## config.mk

```make
export PLATFORM = sky130hd
export DESIGN_NAME = rmt_rx_timers
export DESIGN_NICKNAME = d
export VERILOG_FILES = /design/src/shared/rmt_pkg.sv /design/src/design/rmt_rx_timers.sv /design/src/design/rmt_step_timer.sv
export VERILOG_INCLUDE_DIRS = /design/src /design/src/shared
export SDC_FILE = /design/constraint.sdc
export NUM_CORES = 1
export LEC_CHECK = 0
export BUFFER_PORTS_ARGS = -buffer_cell sky130_fd_sc_hd__buf_2
export CAP_MARGIN = 20
export CORE_UTILIZATION = 56
export CTS_BUF_LIST = sky130_fd_sc_hd__clkbuf_4 sky130_fd_sc_hd__clkbuf_8 sky130_fd_sc_hd__clkbuf_16
export DETAILED_ROUTE_END_ITERATION = 10
export PLACE_DENSITY = 0.75
export SYNTH_ARGS = -nofsm -noshare
export SYNTH_HDL_FRONTEND = slang
export SYNTH_HIERARCHICAL = 1
export SYNTH_SLANG_ARGS = --single-unit
```

## constraint.sdc

```tcl
create_clock -name clock -period 2 [get_ports clock]
set_clock_uncertainty 0.15 [all_clocks]
set_input_delay 0.2 -clock clock [delete_from_list [all_inputs] [get_ports clock]]
set_output_delay 0.2 -clock clock [all_outputs]
set_load 0.005 [all_outputs]
```

## src/shared/rmt_defines.svh

```systemverilog
// Offsets, field positions, reset values and step sizes of the receive
// window timers. Assumes it is included by the bench and design files.
`ifndef RMT_DEFINES_SVH
`define RMT_DEFINES_SVH
`define RMT_ADDR_MASK_RX      6'h0f
`define RMT_ADDR_NORESP_HIGH  6'h10
`define RMT_ADDR_NORESP_LOW   6'h11
`define RMT_ADDR_TIMER_CTRL   6'h12
`define RMT_RST_MASK_RX       8'h08
`define RMT_RST_NORESP        8'h00
`define RMT_RST_TIMER_CTRL    8'h00
`define RMT_BIT_MASK_STEP     3
`define RMT_BIT_NR_START_SEL  2
`define RMT_BIT_NR_STEP       0
`define RMT_MASK_FINE_STEP    13'h0040
`define RMT_MASK_COARSE_STEP  13'h0200
`define RMT_NR_FINE_STEP      13'h0040
`define RMT_NR_COARSE_STEP    13'h1000
`endif

```

## src/shared/rmt_pkg.sv

```systemverilog
// Types shared by the receive window timer files.
// Assumes rmt_defines.svh is on the include path.
package rmt_pkg;
    typedef struct packed {
        logic       wr_en;
        logic       rd_en;
        logic [5:0] addr;
        logic [7:0] wdata;
    } rmt_reg_req_t;

    typedef struct packed {
        logic tx_end;
        logic tx_off;
        logic ext_field;
        logic peer_field_on;
        logic rx_detect;
        logic start_nr_cmd;
        logic nfc_mode;
        logic active_peer_link;
    } rmt_events_t;

    typedef enum logic [1:0] {
        RMT_NR_IDLE   = 2'b00,
        RMT_NR_ARMED  = 2'b01,
        RMT_NR_COUNT  = 2'b10
    } rmt_nr_state_t;
endpackage
```

## src/design/rmt_rx_timers.sv

```systemverilog
// Register file and timer control for the receive window.
// Assumes fc_tick and events are synchronous to clock; events are single-cycle pulses except the levels nfc_mode, active_peer_link and ext_field.
`timescale 1ns/10ps
`include "rmt_defines.svh"
module rmt_rx_timers (
    input  wire logic                  clock,
    input  wire logic                  rst,
    input  wire logic                  fc_tick,
    input  wire rmt_pkg::rmt_reg_req_t reg_req,
    input  wire rmt_pkg::rmt_events_t  events,
    output logic [7:0]                 rdata,
    output logic                       rx_masked,
    output logic                       nr_running,
    output logic                       nr_irq
);
    import rmt_pkg::*;

    // ----------------------------------------------------------------
    // State
    // ----------------------------------------------------------------
    typedef struct packed {
        logic [7:0]    mask_receive_time;
        logic [7:0]    no_response_time_high;
        logic [7:0]    no_response_time_low;
        logic [7:0]    timer_ctrl;
        logic [7:0]    rdata;
        logic          rx_masked;
        logic          nr_running;
        logic          nr_irq;
        rmt_nr_state_t nr_state;
    } rmt_top_state_t;

    rmt_top_state_t st_reg;
    rmt_top_state_t st_next;

    logic [15:0] nr_value;
    logic [12:0] mask_step;
    logic [12:0] nr_step;
    logic        mask_busy;
    logic        mask_done;
    logic        nr_busy;
    logic        nr_done;
    logic        nr_load;
    logic        nr_stop;
    logic        nr_trigger;

    assign nr_value = {st_reg.no_response_time_high,
                       st_reg.no_response_time_low};

    // Step length selection.
    assign mask_step = st_reg.timer_ctrl[`RMT_BIT_MASK_STEP] ?
                       `RMT_MASK_COARSE_STEP :
                       `RMT_MASK_FINE_STEP;
    assign nr_step = st_reg.timer_ctrl[`RMT_BIT_NR_STEP] ?
                     `RMT_NR_COARSE_STEP :
                     `RMT_NR_FINE_STEP;

    // ----------------------------------------------------------------
    // Start event selection
    // ----------------------------------------------------------------
    always_comb begin
        if (events.active_peer_link) begin
            nr_trigger = st_reg.timer_ctrl[`RMT_BIT_NR_START_SEL] ?
                         events.peer_field_on :
                         events.tx_off;
        end else begin
            nr_trigger = events.tx_end;
        end
    end

    // A waiting NFC start is held as ARMED until the field shows up or a start command comes.
    always_comb begin
        st_next       = st_reg;
        st_next.rdata = 8'h00;
        nr_load       = 1'b0;
        nr_stop       = 1'b0;
        if (reg_req.wr_en) begin
            case (reg_req.addr)
                `RMT_ADDR_MASK_RX: begin
                    st_next.mask_receive_time = reg_req.wdata;
                end
                `RMT_ADDR_NORESP_HIGH: begin
                    st_next.no_response_time_high = reg_req.wdata;
                end
                `RMT_ADDR_NORESP_LOW: begin
                    st_next.no_response_time_low = reg_req.wdata;
                end
                `RMT_ADDR_TIMER_CTRL: begin
                    st_next.timer_ctrl = reg_req.wdata;
                end
                default: begin
                end
            endcase
        end
        if (reg_req.rd_en) begin
            case (reg_req.addr)
                `RMT_ADDR_MASK_RX: begin
                    st_next.rdata = st_reg.mask_receive_time;
                end
                `RMT_ADDR_NORESP_HIGH: begin
                    st_next.rdata = st_reg.no_response_time_high;
                end
                `RMT_ADDR_NORESP_LOW: begin
                    st_next.rdata = st_reg.no_response_time_low;
                end
                `RMT_ADDR_TIMER_CTRL: begin
                    st_next.rdata = st_reg.timer_ctrl;
                end
                default: begin
                    st_next.rdata = 8'h00;
                end
            endcase
        end
        case (st_reg.nr_state)
            RMT_NR_IDLE: begin
                if (nr_value != 16'h0000 &&
                    (nr_trigger || events.start_nr_cmd)) begin
                    if (events.nfc_mode && !events.ext_field &&
                        !events.start_nr_cmd) begin
                        st_next.nr_state = RMT_NR_ARMED;
                    end else begin
                        nr_load          = 1'b1;
                        st_next.nr_state = RMT_NR_COUNT;
                    end
                end
            end
            RMT_NR_ARMED: begin
                if (events.ext_field || events.start_nr_cmd) begin
                    nr_load          = 1'b1;
                    st_next.nr_state = RMT_NR_COUNT;
                end
            end
            RMT_NR_COUNT: begin
                if (events.start_nr_cmd) begin
                    nr_load = 1'b1;
                end else if (events.rx_detect) begin
                    nr_stop          = 1'b1;
                    st_next.nr_state = RMT_NR_IDLE;
                end else if (!nr_busy) begin
                    st_next.nr_state = RMT_NR_IDLE;
                end
            end
            default: begin
                st_next.nr_state = RMT_NR_IDLE;
            end
        endcase
        if (nr_value == 16'h0000) begin
            nr_load          = 1'b0;
            st_next.nr_state = RMT_NR_IDLE;
        end
        st_next.nr_irq     = nr_done && !events.rx_detect &&
                             (nr_value != 16'h0000);
        st_next.nr_running = nr_busy;
        st_next.rx_masked  = mask_busy || events.tx_end;
    end

    always_ff @(posedge clock) begin
        if (rst) begin
            st_reg                       <= '0;
            st_reg.mask_receive_time     <= `RMT_RST_MASK_RX;
            st_reg.no_response_time_high <= `RMT_RST_NORESP;
            st_reg.no_response_time_low  <= `RMT_RST_NORESP;
            st_reg.timer_ctrl            <= `RMT_RST_TIMER_CTRL;
            st_reg.nr_state              <= RMT_NR_IDLE;
        end else begin
            st_reg <= st_next;
        end
    end

    // ----------------------------------------------------------------
    // Timers
    // ----------------------------------------------------------------
    // Mask reload on every end of transmission so back-to-back frames
    // each get their full blanking time.
    rmt_step_timer u_mask_timer (
        .clock    (clock),
        .rst      (rst),
        .fc_tick  (fc_tick),
        .load     (events.tx_end),
        .stop     (1'b0),
        .steps    ({8'h00, st_reg.mask_receive_time}),
        .step_len (mask_step),
        .busy     (mask_busy),
        .done     ()
    );

    rmt_step_timer u_nr_timer (
        .clock    (clock),
        .rst      (rst),
        .fc_tick  (fc_tick),
        .load     (nr_load),
        .stop     (nr_stop),
        .steps    (nr_value),
        .step_len (nr_step),
        .busy     (nr_busy),
        .done     (nr_done)
    );

    assign rdata      = st_reg.rdata;
    assign rx_masked  = st_reg.rx_masked;
    assign nr_running = st_reg.nr_running;
    assign nr_irq     = st_reg.nr_irq;

    // ----------------------------------------------------------------
    // Checks
    // ----------------------------------------------------------------
    a_mask_after_tx: assert property (@(posedge clock) disable iff (rst)
        events.tx_end |=> rx_masked)
        else $error("Receiver not masked after end of transmission.");
    a_zero_no_irq: assert property (@(posedge clock) disable iff (rst)
        (nr_value == 16'h0000) |=> !nr_irq)
        else $error("No-response interrupt with zero timeout.");
    a_zero_no_load: assert property (@(posedge clock) disable iff (rst)
        (nr_value == 16'h0000) |-> !nr_load)
        else $error("No-response timer started with zero timeout.");
    a_restart_cmd: assert property (@(posedge clock) disable iff (rst)
        (st_reg.nr_state == RMT_NR_COUNT && events.start_nr_cmd
         && nr_value != 16'h0000) |-> nr_load)
        else $error("Start command did not restart the timer.");
    a_nfc_wait: assert property (@(posedge clock) disable iff (rst)
        (st_reg.nr_state == RMT_NR_ARMED && !events.ext_field
         && !events.start_nr_cmd) |-> !nr_load)
        else $error("NFC start without external field.");
    a_peer_start: assert property (@(posedge clock) disable iff (rst)
        (st_reg.nr_state == RMT_NR_IDLE && events.active_peer_link
         && !st_reg.timer_ctrl[2] && events.tx_off && !events.nfc_mode
         && nr_value != 16'h0000) |-> nr_load)
        else $error("Active peer start missing at transmitter off.");
    a_mask_step: assert property (@(posedge clock) disable iff (rst)
        mask_step == (st_reg.timer_ctrl[3] ? 13'h0200 : 13'h0040))
        else $error("Mask step length wrong.");
    a_nr_step: assert property (@(posedge clock) disable iff (rst)
        nr_step == (st_reg.timer_ctrl[0] ? 13'h1000 : 13'h0040))
        else $error("No-response step length wrong.");
    a_irq_pulse: assert property (@(posedge clock) disable iff (rst)
        nr_irq |=> !nr_irq)
        else $error("Interrupt longer than one cycle.");
endmodule

```

## src/design/rmt_step_timer.sv

```systemverilog
// Down counter that counts a programmed number of steps of a given
// length in carrier periods. Assumes fc_tick pulses once per carrier period.
`timescale 1ns/10ps
module rmt_step_timer (
    input  wire logic        clock,
    input  wire logic        rst,
    input  wire logic        fc_tick,
    input  wire logic        load,
    input  wire logic        stop,
    input  wire logic [15:0] steps,
    input  wire logic [12:0] step_len,
    output logic             busy,
    output logic             done
);
    typedef struct packed {
        logic        busy;
        logic        done;
        logic [15:0] steps_left;
        logic [12:0] pre_left;
    } rmt_tmr_state_t;

    rmt_tmr_state_t st_reg;
    rmt_tmr_state_t st_next;

    always_comb begin
        st_next      = st_reg;
        st_next.done = 1'b0;
        if (load) begin
            // Reload always wins, so a restart clears a running count.
            st_next.busy       = (steps != 16'h0000);
            st_next.steps_left = steps;
            st_next.pre_left   = step_len;
        end else if (stop) begin
            st_next.busy = 1'b0;
        end else if (st_reg.busy && fc_tick) begin
            if (st_reg.pre_left == 13'h0001) begin
                st_next.pre_left = step_len;
                if (st_reg.steps_left == 16'h0001) begin
                    st_next.busy = 1'b0;
                    st_next.done = 1'b1;
                end
                st_next.steps_left = st_reg.steps_left - 16'h0001;
            end else begin
                st_next.pre_left = st_reg.pre_left - 13'h0001;
            end
        end
    end

    always_ff @(posedge clock) begin
        if (rst) begin
            st_reg <= '0;
        end else begin
            st_reg <= st_next;
        end
    end

    assign busy = st_reg.busy;
    assign done = st_reg.done;
endmodule

```

# Word level (Yosys, flattened, before mapping)
# Cells that the tools add are included.
dict set report word_totals {
  ff_bits 106
  latchBits 0
  ramBits 0
  mem_bits_ro 0
  inputBits 27
  out_inout_bits 11
  elab_cells 114
  memories 0
}
dict set report classes {
  addsub 4
  n_mul 0
  div_mod_pow 0
  magnitude_cmp 0
  n_eq_ne 15
  shift 0
  mux 35
  n_bitwise 3
  n_reduce_logical 40
}
# operator n
set ops {}
lappend ops {{$mux W31} 2}
lappend ops {{$mux W29} 2}
lappend ops {{$mux W13} 3}
lappend ops {{$mux W18} 2}
lappend ops {{$eq A16 B1 Y1 const B} 2}
lappend ops {{$pmux W8 S4} 1}
lappend ops {{$reduce_bool A16 Y1} 2}
lappend ops {{$sub A16 B1 Y16 const B} 2}
lappend ops {{$eq A13 B1 Y1 const B} 2}
lappend ops {{$sub A13 B1 Y13 const B} 2}
lappend ops {{$mux W21} 1}
lappend ops {{$eq A6 B5 Y1 const B} 3}
lappend ops {{$logic_not A16 Y1} 1}
lappend ops {{$mux W2} 8}
lappend ops {{$reduce_and A2 Y1} 7}
lappend ops {{$mux W1} 13}
lappend ops {{$mux W10} 1}
lappend ops {{$reduce_bool A2 Y1} 5}
lappend ops {{$reduce_and A3 Y1} 3}
lappend ops {{$reduce_bool A3 Y1} 3}
lappend ops {{$ne A2 B2 Y1 const B} 4}
lappend ops {{$logic_and A1 B1 Y1} 7}
lappend ops {{$eq A6 B4 Y1 const B} 1}
lappend ops {{$pmux W2 S3} 1}
lappend ops {{11 further kinds} 19}

# Logic depth before layout (Yosys ltp)
dict set report depth {
  ltp_word 9
  ltp_mapped 11
  depth_no_buf 8
}

# Cells and area by module
# The synthesis kept the hierarchy.
# module instances cells_per_inst area_per_inst_um2 seq_area_each_um2
set modules_own_cells {}
lappend modules_own_cells {{rmt_step_timer at u_mask_timer} 1 267 2203.4 620.6}
lappend modules_own_cells {{rmt_step_timer at u_nr_timer} 1 268 2072.0 620.6}
lappend modules_own_cells {rmt_rx_timers 1 216 1984.4 900.9}

# Least setup slack after synthesis
# No wires, ideal clock.
dict set report synth_path {
  path_kind {reg-to-reg}
  from {register, netlist name st_reg[1]}
  to {register u_nr_timer/st_reg[20] in the netlist's numbering}
  setup_ps 70
  arrival_time_ps 2001
  required_ps 1780
  path_slack_ps -221
  path_stages_with_launch 9
  path_buffers 2
  period_less_slack_ps 2221
  cell_sequence {dfxtp_1 nand2b_1 nor3b_1 and3b_1 clkbuf_1 a41oi_1 clkbuf_1 o21ai_0 a21oi_1}
}
# item line_no
set synth_lines {}
lappend synth_lines {{end signal: assignment} rmt_step_timer.sv:53} ;# st_reg <= st_next;
lappend synth_lines {{end: declaration} rmt_step_timer.sv:22} ;# rmt_tmr_state_t st_reg;

# Worst setup path after layout
dict set report layout_path {
  from {register st_reg, in the netlist nr_value[4]}
  to {register u_nr_timer/st_reg[15] in the netlist's numbering}
}
dict set report layout_between {
  elab_chain_len 7
  elab_cells_between_ends 11
  cone_classes {eq/ne (1); mux (4); reduce/logical (6)}
}
# item line_no
set layout_rtl {}
lappend layout_rtl {{start: declaration} rmt_rx_timers.sv:33} ;# rmt_top_state_t st_reg;
lappend layout_rtl {{start signal: assignment} rmt_rx_timers.sv:166} ;# st_reg <= st_next;
lappend layout_rtl {{$reduce_bool A16 Y1} rmt_rx_timers.sv:116} ;# if (nr_value != 16'h0000 &&
lappend layout_rtl {{$logic_and A1 B1 Y1} rmt_rx_timers.sv:116}
lappend layout_rtl {{$mux W1} rmt_rx_timers.sv:116}
lappend layout_rtl {{$pmux W1 S3} rmt_rx_timers.sv:114} ;# case (st_reg.nr_state)
lappend layout_rtl {{$mux W1 (*)} rmt_rx_timers.sv:147} ;# if (nr_value == 16'h0000) begin
lappend layout_rtl {{via nr_load} rmt_rx_timers.sv:43} ;# logic nr_load;
lappend layout_rtl {{$ne A2 B2 Y1 (no line) / $reduce_bool A2 Y1 (equally long branches)} n/a}
lappend layout_rtl {{$reduce_and A3 Y1 (no line)} n/a}
# Mark *: on every way through the listed nets, which the timed path passes. The rest lies on a longest branch.
# A chain may end at the register's enable or synchronous reset.

==> run metrics <==
status complete, but fails checks; failing checks negative setup slack; RSZ-0062 raised after global routing yes; min Tclk post-route approximately 2.3 ns; Initial DRC Count 706; router iterations before antenna repair 7; global route hottest layer met2; commonest non-fill, non-tap cell in the layout buf_4; Hold Fails Final Rpt 0; fill count 705; first-pass GRT wire length 31580 µm; f_max 435.1 MHz; max_cap viols 0; fin worst setup slack -0.2985 ns; Overflow after GRT 0; Final ANT Viol Nets 0; gpl congestion approximately 0.90; min-delay worst type primary input to register; clock root buffer clkbuf_8; slowest stage delay, CP just over 0.4 ns; crit end category register; P&R area growth vs syn 36.31%; Relative slew margins roughly half; antenna diode count 0; leakage 3.396 nW; dpl hpwl roughly 14000 µm; H-Tree Depth 3; Layout Cells excl Fill 1092; die area approximately 12000 µm²; Multi-input gate area between 4000 and 5000 µm²; Final #Nets 983; dpl cells slightly above 1k; met3 Use GR between 6 and 7%; total wire length about 21000 µm; number of global-route vias before repair between 6k and 7k; Worst EP arrival around 2.5 ns; vias per cell around 6.4; pin count of the biggest net entering global routing 36; Tcrit/Tclk final 114.9%; critical path's slowest cell or3_4; Die Span X approximately 110 µm; worst-path cell chain nor4_4 -> nand4_1 -> nand3_1 -> a21oi_2 -> or3_4 -> buf_8 -> nor3_1 -> nor2_1 -> o32ai_2; Vert. Die Dim approximately 110 µm; Post-Syn Instances approximately 750; clk_lat worst skew a little under 0.4 ns; synthesized cell area 6233 µm²; Power Density about 560 nW/µm²; actual slew at the worst max-slew pin between 0.7 and 0.8 ns; CTS max path bufs 2; worst hold slack ~0.045 ns; share of layout cells above drive strength 1 between 30 and 40%; family with the most delay on the worst path simple AND/OR/NAND/NOR gates; Reg area ~2100 µm²; io pins 38; worst reg2reg setup slack -0.30 ns; wire length per cell ~20 µm; worst path bufs/invs 1; Via Count about 7.0k; Worst VDD drop approximately 0.49 mV; critical path peak fanout 5; final setup fails between 40 and 50; commonest cells after routing, fill and taps aside buf_4, dfxtp_1, nor2_1; initial core utilization 57.50%; Port Buffers 37; initial antenna violation count 0; Total Routing Usage GR a little over a third; final core utilization 78.38%; CTS tree done; num rows 38; clock-pin transition on the worst setup and hold timing paths 0.11 ns; met2 usage around three fifths; Inserted Clock Buffers 9; met1 Track Usage GR approximately 42%; critical path launch point type register; Avg Inst Size Synth 8.322 µm²; CTS sink cnt ~110; setup TNS -6.526 ns; synth warn 6; drt drc 0; final slew viol count 0; core area roughly 11000 µm²; Worst EP required approximately 2.2 ns; Crit Path Category register to register
==> timing repair <==
| action | in CTS | in global routing |
|---|---|---|
| setup buffers | 17 | 9 |
| gates cloned | 6 | 2 |
| pin swaps | 17 | 32 |
| resized for setup | 62 | 73 |
| endpoints found under the hold margin | 34 | 0 |
| endpoints found under the setup margin | 54 | 57 |
| hold buffers | 11 | 0 |
==> final timing paths <==
check	depth (start not counted)	end	startpoint
max	9	u_nr_timer/st_reg[15]	nr_value[4]
min	2	u_mask_timer/st_reg[9]	rst
max reg2reg	9	u_nr_timer/st_reg[15]	nr_value[4]
min reg2reg	2	u_mask_timer/st_reg[20]	u_mask_timer/st_reg[20]
==> per-stage QoR <==
step                      total power [W]  area, µm²  setup slack [ns]
after floorplan                  0.002876       6451           -0.1871
after global placement           0.003219       7406           -0.2855
after detailed placement         0.003258       7406           -0.3994
after CTS                        0.004616       8172           -0.2833
after global routing             0.004945       8497           -0.3992
final                            0.004769       8497           -0.2985
==> final cells by class <==
class | count | area share [%]
flip-flops and latches | 106 | 25.17
repair buffers | 191 | 17.88
clock buffers | 10 | 1.620
well taps | 140 | 2.062
inverters | 36 | 1.679
multi-input cells | 604 | 51.17
clock inverters | 5 | 0.4270
==> worst register-to-register path, stage by stage, from the launching register on <==
cell	delay [ns]
dfxtp_2	0.35
nor4_4	0.27
nand4_1	0.18
nand3_1	0.14
a21oi_2	0.06
or3_4	0.41
buf_8	0.16
nor3_1	0.19
nor2_1	0.09
o32ai_2	0.21
==> where the power goes <==
| part | internal [W] | switching, W |
|---|---|---|
| Sequential | 0.00216 | 0.0000612 |
| Combinational | 0.000557 | 0.000717 |
| Clock | 0.000490 | 0.000779 |
| Total | 0.00321 | 0.00156 |
==> metal layers <==
metal	routed length (µm)	share of wire, %	vias up
met5	0	0	-
met4	1063	5.0	0
met3	1620	7.5	115
met2	10320	48	416
met1	8466	39	3313
li1	-	-	3176
(Power assumes the default switching activity.)
